==> src/logic/smc_pkg.sv <==
// Purpose: constants for the system integration register group
// Assumes: 16-bit registers, each at one 32-bit APB word
// Notes: byte address of a register is four times its index
package smc_pkg;

  localparam int ADDR_WIDTH = 12;
  localparam int INDEX_WIDTH = 10;
  localparam int REG_WIDTH = 16;

  // Register indices; byte address is index * 4
  localparam logic [9:0] IDX_SCRATCH_WORD_0 = 10'h002;
  localparam logic [9:0] IDX_SCRATCH_WORD_1 = 10'h003;
  localparam logic [9:0] IDX_SCRATCH_WORD_2 = 10'h004;
  localparam logic [9:0] IDX_SCRATCH_WORD_3 = 10'h005;
  localparam logic [9:0] IDX_CHIP_ID_UPPER = 10'h006;
  localparam logic [9:0] IDX_CHIP_ID_LOWER = 10'h007;
  localparam logic [9:0] IDX_PULLUP_DISABLE = 10'h008;
  localparam logic [9:0] IDX_CLOCK_OUT_SELECT = 10'h00a;
  localparam int NUM_SCRATCH = 4;

  // Reset values
  localparam logic [15:0] SCRATCH_RESET = 16'h0000;
  localparam logic [15:0] PULLUP_RESET = 16'h0000;
  localparam logic [15:0] CLKOSR_RESET = 16'h0020;

  // Writable bits; everything else reads as zero
  localparam logic [15:0] PULLUP_MASK = 16'h7fa8;
  localparam logic [15:0] CLKOSR_MASK = 16'h03ff;

  // Pull-up disable bit positions
  localparam int PU_PWM_A_FAULT3 = 14;
  localparam int PU_CAN_RX = 13;
  localparam int PU_MEMORY_MODE = 12;
  localparam int PU_RESET_PIN = 11;
  localparam int PU_IRQ_PINS = 10;
  localparam int PU_BOOT_SELECT = 9;
  localparam int PU_PWM_B_FAULT = 8;
  localparam int PU_PWM_A_FAULT_LOW = 7;
  localparam int PU_STROBES = 5;
  localparam int PU_JTAG = 3;

  // Clock-out select fields
  localparam int CO_PB_ALT_LSB = 6;
  localparam int CO_TRISTATE = 5;
  localparam int CO_SEL_MSB = 4;

  // Clock-out source codes
  localparam logic [4:0] SEL_SYSTEM_CLOCK = 5'h00;
  localparam logic [4:0] SEL_OSC_OUT = 5'h07;
  localparam logic [4:0] SEL_PLL_OUT = 5'h08;
  localparam logic [4:0] SEL_CONV_A = 5'h10;
  localparam logic [4:0] SEL_CONV_B = 5'h11;
  localparam int NUM_TEST_CLK = 13;

endpackage

==> src/logic/smc_regs.sv <==
// Contract
// Scratch words cleared by power-on reset only
// Four scratch words at offsets 2 to 5
// Constant upper chip ID at 6
// Constant lower chip ID at 7, writes ignored
// Set pull-up bit disables group pull-ups
// Bits 14, 8, 7 cover fault inputs
// Bits 13,12,11,10,9,5,3 cover other pin groups
// Reserved bits read zero, ignore writes
// GPIO enable first, then alternate select
// Bit 9: address 23 or oscillator
// Bit 8: address 22 or secondary clock
// Bit 7: address 21 or system clock
// Bit 6: address 20 or prescaler clock
// Alternate selects reset to address lines
// Bit 5 tri-states clock out, resets set
// Five-bit select picks clock-out source
// Test codes route internal test clocks
// Undocumented codes drive constant low
//
// Purpose: system integration register group on APB
// Assumes: clock inputs arrive from other domains and are sampled
// Notes: outputs are registered; sampled clocks are MCLK-rate copies
`timescale 1ns/1ps

module smc_regs #(
  parameter logic [15:0] CHIP_ID_UPPER = 16'h0a5a, // Arbitrary value
  parameter logic [15:0] CHIP_ID_LOWER = 16'h5a0a  // Arbitrary value
) (
  // Clock and resets
  input wire logic MCLK,
  input wire logic RST,
  input wire logic POR_RST,
  // APB slave
  input wire logic PSEL,
  input wire logic PENABLE,
  input wire logic PWRITE,
  input wire logic [11:0] PADDR,
  input wire logic [31:0] PWDATA,
  output logic [31:0] PRDATA,
  output logic PREADY,
  output logic PSLVERR,
  // Port B upper pins, pins 7 to 4 as bits 3 to 0
  input wire logic [3:0] PORT_B_PERIPHERAL_ENABLE,
  input wire logic [3:0] PORT_B_GPIO_OUT,
  input wire logic [3:0] HIGH_ADDRESS,
  output logic [3:0] PORT_B_OUT,
  // Clock sources
  input wire logic SYSTEM_CLOCK,
  input wire logic SECONDARY_SYSTEM_CLOCK,
  input wire logic RAW_OSCILLATOR_CLOCK,
  input wire logic PRESCALER_REFERENCE_CLOCK,
  input wire logic OSC_OUT_CLOCK,
  input wire logic PLL_OUT_CLOCK,
  input wire logic CONV_A_CLOCK,
  input wire logic CONV_B_CLOCK,
  input wire logic [12:0] TEST_CLOCKS,
  // Clock-out pin
  output logic CLOCK_OUT_PIN_O,
  output logic CLOCK_OUT_PIN_OE,
  // Pull-up disables
  output logic [15:0] PULLUP_OFF
);

  logic any_rst;
  logic [20:0] clk_meta;
  logic [20:0] clk_sync;
  logic [15:0] scratch [smc_pkg::NUM_SCRATCH];
  logic [15:0] pullup_disable;
  logic [15:0] clock_out_select;
  logic [9:0] index;
  logic setup;
  logic commit;
  logic [15:0] wdata;
  logic [15:0] next_rdata;
  logic next_err;
  logic next_clock_out_driver;
  logic [3:0] next_pb;

  // System reset and power-on reset both load the reset values into the control registers
  assign any_rst = RST | POR_RST;
  assign index = PADDR[11:2];
  assign setup = PSEL & ~PENABLE;
  assign commit = PSEL & PENABLE & PREADY & PWRITE & ~PSLVERR;
  assign wdata = PWDATA[15:0];

  function automatic logic mapped(input logic [11:0] addr);
    logic [9:0] idx;
    idx = addr[11:2];
    mapped = (addr[1:0] == 2'b00) &&
             ((idx >= smc_pkg::IDX_SCRATCH_WORD_0 &&
               idx <= smc_pkg::IDX_PULLUP_DISABLE) ||
              idx == smc_pkg::IDX_CLOCK_OUT_SELECT);
  endfunction

  // Clocks are foreign to MCLK; two flops before any use
  always_ff @(posedge MCLK or posedge any_rst) begin
    if (any_rst) begin
      clk_meta <= '0;
      clk_sync <= '0;
    end else begin
      clk_meta <= {TEST_CLOCKS, CONV_B_CLOCK, CONV_A_CLOCK, PLL_OUT_CLOCK,
                   OSC_OUT_CLOCK, PRESCALER_REFERENCE_CLOCK,
                   RAW_OSCILLATOR_CLOCK, SECONDARY_SYSTEM_CLOCK,
                   SYSTEM_CLOCK};
      clk_sync <= clk_meta;
    end
  end

  // Scratch words see only power-on reset so software data survives
  // pin, software and watchdog resets
  genvar g;
  generate
    for (g = 0; g < smc_pkg::NUM_SCRATCH; g++) begin : g_scratch
      always_ff @(posedge MCLK or posedge POR_RST) begin
        if (POR_RST) begin
          scratch[g] <= smc_pkg::SCRATCH_RESET;
        end else if (commit &&
                     index == smc_pkg::IDX_SCRATCH_WORD_0 + 10'(g)) begin
          scratch[g] <= wdata;
        end
      end
    end
  endgenerate

  always_ff @(posedge MCLK or posedge any_rst) begin
    if (any_rst) begin
      pullup_disable <= smc_pkg::PULLUP_RESET;
    end else if (commit && index == smc_pkg::IDX_PULLUP_DISABLE) begin
      pullup_disable <= wdata & smc_pkg::PULLUP_MASK;
    end
  end

  always_ff @(posedge MCLK or posedge any_rst) begin
    if (any_rst) begin
      clock_out_select <= smc_pkg::CLKOSR_RESET;
    end else if (commit && index == smc_pkg::IDX_CLOCK_OUT_SELECT) begin
      clock_out_select <= wdata & smc_pkg::CLKOSR_MASK;
    end
  end

  // Read mux; ID words are constants and never written
  always_comb begin
    next_rdata = 16'h0000;
    unique case (index)
      smc_pkg::IDX_SCRATCH_WORD_0: next_rdata = scratch[0];
      smc_pkg::IDX_SCRATCH_WORD_1: next_rdata = scratch[1];
      smc_pkg::IDX_SCRATCH_WORD_2: next_rdata = scratch[2];
      smc_pkg::IDX_SCRATCH_WORD_3: next_rdata = scratch[3];
      smc_pkg::IDX_CHIP_ID_UPPER: next_rdata = CHIP_ID_UPPER;
      smc_pkg::IDX_CHIP_ID_LOWER: next_rdata = CHIP_ID_LOWER;
      smc_pkg::IDX_PULLUP_DISABLE: next_rdata = pullup_disable;
      smc_pkg::IDX_CLOCK_OUT_SELECT: next_rdata = clock_out_select;
      default: next_rdata = 16'h0000;
    endcase
    next_err = ~mapped(PADDR);
  end

  // Answer is prepared at the setup edge so the bus outputs are flops;
  // PREADY is already high in the first access cycle, so there is no wait state
  always_ff @(posedge MCLK or posedge any_rst) begin
    if (any_rst) begin
      PREADY <= 1'b0;
      PRDATA <= 32'h0000_0000;
      PSLVERR <= 1'b0;
    end else if (setup) begin
      PREADY <= 1'b1;
      PRDATA <= PWRITE || next_err ? 32'h0000_0000 : {16'h0000, next_rdata};
      PSLVERR <= next_err;
    end else begin
      PREADY <= 1'b0;
      PSLVERR <= 1'b0;
    end
  end

  // Clock-out source; sync bits: 0 sys, 4 osc, 5 pll, 6/7 conv, 8+ test
  always_comb begin
    logic [4:0] sel;
    sel = clock_out_select[smc_pkg::CO_SEL_MSB:0];
    next_clock_out_driver = 1'b0;
    if (sel == smc_pkg::SEL_SYSTEM_CLOCK) begin
      next_clock_out_driver = clk_sync[0];
    end else if (sel == smc_pkg::SEL_OSC_OUT) begin
      next_clock_out_driver = clk_sync[4];
    end else if (sel == smc_pkg::SEL_PLL_OUT) begin
      next_clock_out_driver = clk_sync[5];
    end else if (sel == smc_pkg::SEL_CONV_A) begin
      next_clock_out_driver = clk_sync[6];
    end else if (sel == smc_pkg::SEL_CONV_B) begin
      next_clock_out_driver = clk_sync[7];
    end else if (sel < smc_pkg::SEL_OSC_OUT) begin
      next_clock_out_driver = clk_sync[5'd7 + sel];
    end else if (sel < smc_pkg::SEL_CONV_A) begin
      // Codes 9..15 sit on test clock bits 6..12, sync bits 14..20
      next_clock_out_driver = clk_sync[sel + 5'd5];
    end
  end

  // Port B pins 7..4: GPIO enable wins, then address or alternate clock
  always_comb begin
    logic [3:0] alt_clk;
    logic [3:0] alt_sel;
    alt_clk = {clk_sync[2], clk_sync[1], clk_sync[0], clk_sync[3]};
    alt_sel = clock_out_select[smc_pkg::CO_PB_ALT_LSB +: 4];
    for (int i = 0; i < 4; i++) begin
      if (!PORT_B_PERIPHERAL_ENABLE[i]) begin
        next_pb[i] = PORT_B_GPIO_OUT[i];
      end else begin
        // Bit 3 R10, bit 2 R11, bit 1 R12, bit 0 R13
        next_pb[i] = alt_sel[i] ? alt_clk[i] : HIGH_ADDRESS[i];
      end
    end
  end

  always_ff @(posedge MCLK or posedge any_rst) begin
    if (any_rst) begin
      PORT_B_OUT <= 4'h0;
      CLOCK_OUT_PIN_O <= 1'b0;
      CLOCK_OUT_PIN_OE <= 1'b0;
      PULLUP_OFF <= 16'h0000;
    end else begin
      PORT_B_OUT <= next_pb;
      CLOCK_OUT_PIN_O <= next_clock_out_driver;
      CLOCK_OUT_PIN_OE <= ~clock_out_select[smc_pkg::CO_TRISTATE];
      PULLUP_OFF <= pullup_disable;
    end
  end

endmodule

==> config.mk <==
export PLATFORM = sky130hd
export DESIGN_NAME = smc_regs
export DESIGN_NICKNAME = d
export VERILOG_FILES = /design/src/logic/smc_pkg.sv /design/src/logic/smc_regs.sv
export SDC_FILE = /design/constraint.sdc
export NUM_CORES = 1
export LEC_CHECK = 0
export BUFFER_PORTS_ARGS = -buffer_cell sky130_fd_sc_hd__buf_2
export CELL_PAD_IN_SITES_DETAIL_PLACEMENT = 2
export CELL_PAD_IN_SITES_GLOBAL_PLACEMENT = 2
export CORE_MARGIN = 5
export CORE_UTILIZATION = 37
export DETAILED_ROUTE_END_ITERATION = 10
export PLACE_DENSITY = 0.91
export SLEW_MARGIN = 20
export SYNTH_ARGS = -nofsm -noshare
export SYNTH_HDL_FRONTEND = slang
export SYNTH_SLANG_ARGS = --single-unit
==> constraint.sdc <==
create_clock -name MCLK -period 9.9 [get_ports MCLK]
set_input_delay 1.98 -clock MCLK [delete_from_list [all_inputs] [get_ports MCLK]]
set_output_delay 1.98 -clock MCLK [all_outputs]
set_load 0.01 [all_outputs]
======== Word level (Yosys, flattened, before mapping) ========
Cells that the tools add are included.
word-level totals
  bits of input ports ..................... 83
  flip-flop bits (word level) ............. 176
  memories kept ........................... 0
  latch bits .............................. 0
  logic and storage cells ................. 80
  RAM bits ................................ 0
  bits in read-only memories .............. 0
cells by class
  reduce and logical (&&, ||, !) cells .... 12
  $add $sub $neg .......................... 2
  bitwise logic cells ..................... 10
  muxes and demuxes ....................... 23
  $lt $le $gt $ge ......................... 6
  div/mod/pow operators ................... 0
  shifts and indexed selects .............. 0
  equal/unequal tests ..................... 12
  multiply operators ...................... 0
operators with widths
  cell                                                                          number
  16-bit case mux with 8 select lines                                           1
  10-bit by 3-bit == test with 1-bit output, second input constant              4
  10-bit by 2-bit == test with 1-bit output, second input constant              2
  10-bit by 4-bit == test with 1-bit output, second input constant              2
  1-bit two-way mux                                                             19
  16-bit two-way mux                                                            1
  5-bit by 6-bit less-than comparator with 1-bit output, second input constant  2
  1-bit binary-select mux with 5-bit select                                     2
  5-bit == test, second input constant                                          2
  10-bit by 2-bit >= comparator with 1-bit output, second input constant        1
  10-bit by 4-bit <= comparator with 1-bit output, second input constant        1
  1-bit logical AND                                                             8
  3-bit by 5-bit adder with 5-bit output, first input constant                  1
  5-bit by 3-bit adder with 5-bit output, second input constant                 1
  1-bit bitwise AND                                                             5
  5-bit by 3-bit == test with 1-bit output, second input constant               1
  5-bit by 4-bit == test with 1-bit output, second input constant               1
  5-bit zero test                                                               1
  5-bit by 3-bit less-than comparator with 1-bit output, second input constant  1
  5-bit less-than comparator, second input constant                             1
  1-bit inverter                                                                4
  2-bit zero test                                                               1
  1-bit logical OR                                                              2
  1-bit bitwise OR                                                              1

======== Longest topological paths before layout ========
Gate-level depths: netlist of run 1.
  depth after elaboration ................. 10
  depth in mapped cells ................... 10
  depth with buffers taken out ............ 8

======== Worst setup path before layout of run 1 ========
OpenSTA, ideal clock, no wires.
  path kind ............................... in2reg
  start point ............................. input port PADDR[6]
  end point ............................... register scratch[0] in the netlist's numbering
  required time ........................... 9.775 ns
  arrival time ............................ 4.002 ns
  setup time .............................. 0.125 ns
  setup slack ............................. 5.773 ns
  cell stages on the path ................. 9
  path through ............................ or4_4 -> buf_6 -> or2_1 -> buf_6 -> nor3_2 -> and3_1 -> buf_4 -> buf_8 -> mux2_2
on the way
  longest elaborated chain between the ends .. 2
ends and longest elaborated chain
  what                                       line             text
  from (decl)                                smc_regs.sv:38   input wire logic [11:0] PADDR,
  10-bit by 3-bit == test with 1-bit output  smc_regs.sv:119  index == smc_pkg::IDX_SCRATCH_WORD_0 + 10'(g)) begin
  1-bit logical AND                          smc_regs.sv:118  end else if (commit &&
  to (signal, indexed assignment)            smc_regs.sv:117  scratch[g] <= smc_pkg::SCRATCH_RESET;
  to (signal, indexed assignment)            smc_regs.sv:120  scratch[g] <= wdata;
  to (decl)                                  smc_regs.sv:68   logic [15:0] scratch [smc_pkg::NUM_SCRATCH];
Every way passes these cells.
A chain may end at the register's enable or synchronous reset.

======== Final worst setup path of run 1 ========
  start point ............................. input port PADDR[6]
  end point ............................... register scratch[13] in the netlist's numbering
Same word-level chain as after synthesis.

==> results of run 1 <==
==> power by group through the flow <==
| stage | sequential [mW] | combinational (mW) | clock, mW |
|---|---|---|---|
| finish | 0.670 | 0.0601 | 0.669 |
| global route | 0.671 | 0.0669 | 0.715 |
| CTS | 0.671 | 0.0610 | 0.685 |
| detailed placement | 0.682 | 0.0604 | 0 |
| global placement | 0.681 | 0.0565 | 0 |
| floorplan | 0.681 | 0.0354 | 0 |
==> registers in the layout (all words and copies together) (netlist names) <==
register,count
CLOCK_OUT_PIN_O,1
CLOCK_OUT_PIN_OE,1
PORT_B_OUT,4
PRDATA,16
PREADY,1
PSLVERR,1
PULLUP_OFF,10
clk_meta,21
clk_sync,21
clock_out_select,10
pullup_disable,10
scratch,64
==> cell type report <==
type                    count  area [sq um]
clock buffers              18         439.2
fillers                  1854         10420
flip-flops and latches    160          4005
inverters                   6         22.52
clock inverters            14         157.7
well taps                 234         292.8
multi-input cells         328          2631
repair buffers            106         545.5
==> per-layer routing <==
metal,up-vias,global-route usage
li1,2031,-
met1,2429,0.2273
met2,162,0.3610
met3,30,0.04376
met4,0,0.06491
met5,-,0
==> metrics by stage <==
stage	util	hold WS [ns]	area, sq um	std cells
3_3_place_gp	0.4049	0.3330	7497	834
6_report	0.4371	0.3506	8094	866
4_1_cts	0.4371	0.3534	8094	866
5_1_grt	0.4371	0.3640	8094	866
3_5_place_dp	0.4049	0.3379	7497	834
2_1_floorplan	-	0.3312	6973	545
==> worst reg2reg max path: cells and delay by family (launching register included) <==
family | cells | cell delay [ns]
multiplexers | 2 | 0.87
flip-flops | 1 | 0.80
adder cells (fa/ha/maj) | 1 | 0.69
AO/OA/AOI/OAI | 2 | 0.53
buffers and inverters | 1 | 0.22
AND/OR/NAND/NOR | 2 | 0.19
==> layout by cell type (no fill, tap or decap), types with 8 or more instances in the layout <==
cell and instances:
mux2_4 10, dfrtp_1 159, mux4_2 8, o21ai_0 20, nand2_1 48, buf_2 100, mux2_2 80, nor2_1 14
a221oi_1 11, nand3_1 10, a22oi_1 8, conb_1 22, clkbuf_16 17, a21oi_1 16
==> how the worst max path moves through the flow <==
stage	from	slack [ns]	to
floorplan	RST	2.29	CLOCK_OUT_PIN_O
global placement	PADDR[6]	4.95	scratch[10]
detailed placement	PADDR[6]	4.83	scratch[13]
CTS	PADDR[6]	5.27	scratch[13]
global route	PADDR[6]	5.19	scratch[13]
finish	PADDR[6]	5.19	scratch[13]
==> kinds of logic (layout without fill, tap and decap cells) <==
family / count (synthesis) / after routing / synth area share
and+or+nand+nor: 113 / 113 / 0.08621
AOI/OAI and AO/OA: 81 / 81 / 0.07986
DFF: 160 / 160 / 0.5809
other: 1 / 22 / 0.0005439
xor gates and xnor gates: 2 / 2 / 0.002541
muxes: 105 / 105 / 0.1887
buffers and inverters: 57 / 144 / 0.05209
adders and majority gates: 5 / 5 / 0.009074
==> results_dict.tcl, run 1 <==
set metrics [dict create \
    fmax_mhz 212.3 \
    grt_overflow 0 \
    design.core.area_sq_um 18520 \
    holdCritPathClass "flop to flop" \
    antenna-diode-count 0 \
    drc 0 \
    switchingPower_uw 334.0 \
    leakagePower_nw 3.965 \
    cp_cell_sequence "buf_2 -> or4_4 -> or2_1 -> nor3_2 -> and3_1 -> mux2_2" \
    cpPeakStageDelay_ns 0.93 \
    status "completed" \
    synth_largest_area_cell "dfrtp_1" \
    drv_slew 0 \
    m1WireLength_um 7916 \
    tritoncts "done" \
    avgSynthCellArea_sq_um 13.16 \
    postCtsHoldBufs 0 \
    syn-cell-area_sq_um 6894 \
    synth_area_leaders "dfrtp_1, mux2_2, mux4_2" \
    hold_path_depth 0 \
    numCtsBuffers 17 \
    worst-path-buf-inv 1 \
    synth_top_area_frac 0.5771 \
    end_kind "flop" \
    drive_above_1_share 0.3956 \
    yosysMostFrequentCell "dfrtp_1" \
    synthCells 524 \
    finalWorstSetupSlack_ns 5.189 \
    setup_viol 0 \
    grt_usage 0.1969 \
    critical_path_class "input pin to flop" \
    met2_length_um 10960 \
    hold_path_end "clk_sync[8]" \
    rsz0062_at_grt "no" \
    clock_path_buffers 2 \
    grt_pass1_vias 5426 \
    met3WireLength_um 1283 \
    antenna_found_initial 0 \
    worstHoldStart "clk_meta[8]" \
    ant_nets 0 \
    crit_cells 6 \
    synth-seq-area-share 0.5809 \
    critPathRequiredTime_ns 10.21 \
    start_util 0.3723 \
    postSynth.asyncResetShare 1.000 \
    place_congestion 0.8513 \
    final-hold-violation-count 0 \
    reg2reg_setup_slack_ns 6.47 \
    postCtsSetupBuffers 0 \
    ys_seq_elements 160 \
    place_ws_ns 4.831 \
    drtIter0Drc 214 \
    slew_headroom 0.2901 \
    yosys.cell_types.count 62 \
    dp_hpwl_um 13630 \
    peakVddDrop_uv 132.1 \
    ctsResizeCount 0 \
    path_clk_slew_ns 0.07 \
    seq_power_share 0.479 \
    num_vias 4652 \
    clock_skew_ns 0.007780 \
    area_growth_pct 17.40 \
    comb_power_share 0.043 \
    dr.pass1.iters 5 \
    post-route-min-period_ns 4.711 \
    rows 50 \
    drt_wl_total_um 20530 \
    cts_sinks 160 \
    crit_fanout 16 \
    total_power_mw 1.400 \
    grt_pass1_wl_um 32220 \
    synth_top_flop_cell "dfrtp_1" \
    die_w_um 146.5 \
    viasPerCell 5.372 \
    p_int_mw 1.066 \
    ys_warn_count 0 \
    worst_pin_slew_ns 1.060 \
    p_sw_frac 0.2386 \
    powerDensity_nw_per_um2 172.9 \
    fin_tns_setup_ns 0 \
    die_area_sq_um 21460 \
    ff2ff_path_depth 8 \
    arrival_ns 5.02 \
    ios 139 \
    io_buffers 100 \
    layout.nets 707 \
    synth_common_cells "dfrtp_1, mux2_2, nand2_1" \
    htree_levels 4 \
    dr.max_layer_used "met4" \
    fin_crit_sh 0.4759 \
    wire_per_inst_um 23.71 \
    crit_path_top_delay_cell "and3_1" \
    clockRootBuffer "clkbuf_16" \
    critPathTopFamily "simple AND/OR/NAND/NOR gates" \
    grt_max_degree 65 \
    synth_edf_count 0 \
    r2r-end "CLOCK_OUT_PIN_O" \
    drv_cap 0 \
    fp.dieH_um 146.5 \
    clkLatencyLatePin_ns 0.44 \
    start_kind "input pin" \
    r2r_start "clock_out_select[0]" \
    clockPowerShare 0.478 \
]
No activity file was read; power rests on OpenSTA's default activity.
==> run 2: changes to the inputs <==
Settings changed: CORE_UTILIZATION 37 to 33, PLACE_DENSITY 0.91 to 0.86.
Clock period 9.9 ns to 3.85 ns, I/O delays scaled along.
==> run 2 against run 1 <==
  * Global-route usage decreased by 2.0 points
  * Total power grew to 2.5 times the previous value
  * Clock-buffer cell count unchanged
  * Register-to-register slack got worse by 5.6 ns
  * Final area up 1.9%
  * Core utilization down 3.3 points
  * Worst setup slack got worse by 4.3 ns
  * Worst hold slack worse by 0.0017 ns
  * Critical path type is now flop to flop
==> results_dict.tcl, run 2 (synthesis gave the netlist of run 1 again) <==
set metrics [dict create \
    slew_headroom 0.3879 \
    drv_slew 0 \
    grt_overflow 0 \
    antenna_found_initial 0 \
    grt_pass1_wl_um 32490 \
    start_util 0.3375 \
    comb_power_share 0.045 \
    final_cell_mix "dfrtp_1, buf_2, mux2_2" \
    drv_cap 0 \
    drt_wl_total_um 20800 \
    clock_path_buffers 2 \
    grt_usage 0.1770 \
    setup_viol 0 \
    rows 52 \
    layout.nets 725 \
    design.core.area_sq_um 20430 \
    clock_skew_ns 0.008205 \
    status "completed" \
    total_power_mw 3.510 \
    regMostFlops "scratch" \
    fmax_mhz 332.3 \
    fin_area_sq_um 8250 \
    largest_register_ffs 64 \
    dr.pass1.iters 4 \
    leakagePower_nw 4.041 \
    antenna-diode-count 0 \
    path_clk_slew_ns 0.06 \
    end_kind "flop" \
    numCtsBuffers 17 \
    grt_pass1_vias 5694 \
    clkLatencyLatePin_ns 0.43 \
    ant_nets 0 \
    seq_power_share 0.491 \
    htree_levels 4 \
    postCtsSetupBuffers 0 \
    die_w_um 154.5 \
    postCtsHoldBufs 0 \
    drc 0 \
    ctsResizeCount 0 \
    clockRootBuffer "clkbuf_16" \
    clockPowerShare 0.464 \
    num_vias 4795 \
    viasPerCell 5.212 \
    die_area_sq_um 23880 \
    switchingPower_uw 849.4 \
    critical_path_class "flop to flop" \
    io_buffers 100 \
    powerDensity_nw_per_um2 425.4 \
    area_growth_pct 19.67 \
    largestRegisters "scratch (64), clk_meta (21), clk_sync (21)" \
    ios 139 \
    final-hold-violation-count 0 \
    arrival_ns 3.30 \
    placed_cell_area_sq_um 7687 \
    p_sw_frac 0.2420 \
    fin_tns_setup_ns 0 \
    crit_fanout 12 \
    critPathRequiredTime_ns 4.14 \
    cts_sinks 160 \
    fp.dieH_um 154.5 \
    wire_per_inst_um 22.61 \
    drive_above_1_share 0.4123 \
    p_int_mw 2.660 \
    drtIter0Drc 158 \
    layout_commonest_cell "dfrtp_1" \
    start_kind "flop" \
    tritoncts "done" \
    post-route-min-period_ns 3.009 \
    holdCritPathClass "flop to flop" \
    fin_crit_sh 0.7817 \
    worst_pin_slew_ns 0.9182 \
    dp_hpwl_um 14920 \
    peakVddDrop_uv 301.8 \
    rsz0062_at_grt "no" \
    grt_max_degree 97 \
    place_congestion 0.8216 \
]
[run 2: critical path, stage by stage (launching register included)]
cell       delay, ns
dfrtp_1         0.53
inv_1           0.16
ha_1            0.62
mux4_2          0.57
mux2_2          0.28
a2111oi_0       0.40
nor4_1          0.13
nand2_1         0.09
a21oi_1         0.10
[run 2: metrics by stage]
step	setup slack, ns	utilization	std cells	hold slack [ns]
4_1_cts	0.8518	0.4038	920	0.3519
3_3_place_gp	0.7436	0.3763	888	0.3328
2_1_floorplan	0.9334	-	545	0.3312
5_1_grt	0.5812	0.4038	920	0.3588
6_report	0.8406	0.4038	920	0.3489
3_5_place_dp	0.6610	0.3763	888	0.3379
[run 2: power by group through the flow]
stage | clock network (mW) | registers (mW) | logic, mW
CTS | 1.66 | 1.72 | 0.161
global route | 1.74 | 1.73 | 0.175
detailed placement | 0 | 1.76 | 0.159
finish | 1.63 | 1.72 | 0.158
floorplan | 0 | 1.75 | 0.0915
global placement | 0 | 1.75 | 0.148
[run 2: cell type report]
class	instances	area (sq um)
clock buffer	18	429.2
clock inverter	14	132.6
fill	2106	12180
inverter	6	23.77
multi-input combinational	328	2629
sequential	160	4005
tap	270	337.8
timing repair buffer	124	693.2
[run 2: final timing paths]
check | to | start | depth (start not counted) | slack (ns)
hold reg to reg | clk_sync[1] | clk_meta[1] | 0 | 0.35
setup reg to reg | CLOCK_OUT_PIN_O | clock_out_select[1] | 8 | 0.84
min in group asynchronous | scratch[56] | POR_RST | 2 | 0.52
setup / recovery | CLOCK_OUT_PIN_O | clock_out_select[1] | 8 | 0.84
max in group asynchronous | scratch[33] | POR_RST | 3 | 2.66
hold / removal | clk_sync[1] | clk_meta[1] | 0 | 0.35
[run 2: per-layer routing]
metal / GRT usage / vias to the layer above / part of all wire
met5: 0 / - / 0
met4: 0.06350 / 0 / 0.019
met3: 0.03968 / 33 / 0.062
met2: 0.3313 / 173 / 0.54
met1: 0.1958 / 2522 / 0.38
li1: - / 2067 / -
==> run 3: changes to the inputs <==
Clock period 3.85 ns to 2.6 ns, I/O delays scaled along.
==> run 3 against run 2 <==
  * Critical path depth stayed put
  * Wire length is 0.41% higher
  * Worst hold slack worse by 0.16 ns
  * Critical endpoint unchanged
==> results_dict.tcl, run 3 (synthesis gave the netlist of run 1 again) <==
set metrics [dict create \
    num-fill-cells 2108 \
    place_congestion 0.8484 \
    arrival_ns 2.76 \
    layout.nets 740 \
    crit_fanout 4 \
    regMostFlops "scratch" \
    postCtsSetupBuffers 0 \
    fin_crit_sh 0.9432 \
    slew_headroom 0.3868 \
    io_buffers 100 \
    design.core.area_sq_um 20430 \
    placed_cell_area_sq_um 7812 \
    final_cell_mix "dfrtp_1, buf_2, mux2_2" \
    area_growth_pct 22.16 \
    holdCritPathClass "input pin to flop" \
    final-hold-violation-count 0 \
    ios 139 \
    drv_slew 0 \
    crit_path_start "clock_out_select[0]" \
    dr.pass1.iters 4 \
    drt_wl_total_um 20880 \
    powerDensity_nw_per_um2 639.7 \
    drive_above_1_share 0.4256 \
    end_kind "flop" \
    cp-endpoint "CLOCK_OUT_PIN_O" \
    layout_commonest_cell "dfrtp_1" \
    grt_pass1_vias 5610 \
    ctsResizeCount 0 \
    clkLatencyLatePin_ns 0.44 \
    dp_hpwl_um 14700 \
    die_area_sq_um 23880 \
    num_vias 4752 \
    wire_per_inst_um 22.33 \
    largestRegisters "scratch (64), clk_meta (21), clk_sync (21)" \
    drv_cap 0 \
    fp.dieH_um 154.5 \
    leakagePower_nw 4.146 \
    setup_viol 0 \
    drc 0 \
    start_kind "flop" \
    grt_usage 0.1793 \
    rsz0062_at_grt "no" \
    clock_path_buffers 2 \
    critPathRequiredTime_ns 2.91 \
    fmax_mhz 407.8 \
    grt_pass1_wl_um 32640 \
    numCtsBuffers 17 \
    viasPerCell 5.082 \
    fin_area_sq_um 8422 \
    rows 52 \
    largest_register_ffs 64 \
    start_util 0.3375 \
    post-route-min-period_ns 2.452 \
    r2r_start "clock_out_select[0]" \
    ff2ff_path_depth 8 \
    postCtsHoldBufs 0 \
    worst_pin_slew_ns 0.9184 \
    cts_sinks 160 \
    drtIter0Drc 232 \
    antenna-diode-count 0 \
    tritoncts "done" \
    die_w_um 154.5 \
    status "completed" \
    grt_max_degree 97 \
    total_power_mw 5.388 \
    r2r-end "CLOCK_OUT_PIN_O" \
    grt_overflow 0 \
    ant_nets 0 \
    clockRootBuffer "clkbuf_16" \
    reg2reg_setup_slack_ns 0.15 \
    path_clk_slew_ns 0.07 \
    htree_levels 4 \
    peakVddDrop_uv 476.1 \
    antenna_found_initial 0 \
    critical_path_class "flop to flop" \
    clock_skew_ns 0.007652 \
]
-- run 3: layout make-up --
class                      count  area (sq um)  share of cell area
sequential                   160          4005              0.4756
inverter                       6         22.52            0.002674
timing repair buffer         139         818.3             0.09716
clock inverter                14         170.2             0.02020
multi-input combinational    328          2629              0.3121
clock buffer                  18         439.2             0.05215
tap                          270         337.8             0.04011
-- run 3: worst min-delay path by stage --
stage | endpoint | cells after the start | from
final | clk_meta[18] | 1 | TEST_CLOCKS[10]
after global routing | clk_meta[19] | 1 | TEST_CLOCKS[11]
after CTS | clk_meta[10] | 1 | TEST_CLOCKS[2]
after detailed placement | clk_sync[10] | 0 | clk_meta[10]
after global placement | clk_sync[1] | 0 | clk_meta[1]
after floorplan | clk_sync[0] | 0 | clk_meta[0]
-- run 3: where the power goes --
group          switching [mW]  internal (mW)  leakage [nW]
Combinational           0.160         0.0818          1.72
Clock                    1.12           1.48         0.294
Sequential             0.0209           2.53          2.13
Total                    1.30           4.09          4.15
-- run 3: worst max-delay path, cell delays in order, from the launching register on --
cell       delay [ns]
dfrtp_1          0.35
inv_1            0.09
ha_1             0.38
mux4_2           0.53
mux2_2           0.29
a2111oi_0        0.41
nor4_1           0.09
nand2_1          0.08
a21oi_1          0.10
-- run 3: metal layers --
layer,up-vias,share of wire,global-route usage
met2,130,0.54,0.3263
met5,-,0,0
met1,2489,0.39,0.2075
met4,0,0.020,0.06434
met3,32,0.052,0.03856
li1,2101,-,-
-- run 3: per-stage QoR --
step / std cells / hold slack, ns / setup WS, ns / util / setup TNS [ns]
2_1_floorplan: 545 / 0.3312 / 0.002607 / - / 0
3_3_place_gp: 903 / 0.3323 / -0.1021 / 0.3824 / -0.5583
3_5_place_dp: 903 / 0.3379 / -0.2383 / 0.3824 / -2.878
4_1_cts: 935 / 0.1670 / 0.1275 / 0.4122 / 0
5_1_grt: 935 / 0.1626 / 0.01119 / 0.4122 / 0
6_report: 935 / 0.1854 / 0.1476 / 0.4122 / 0
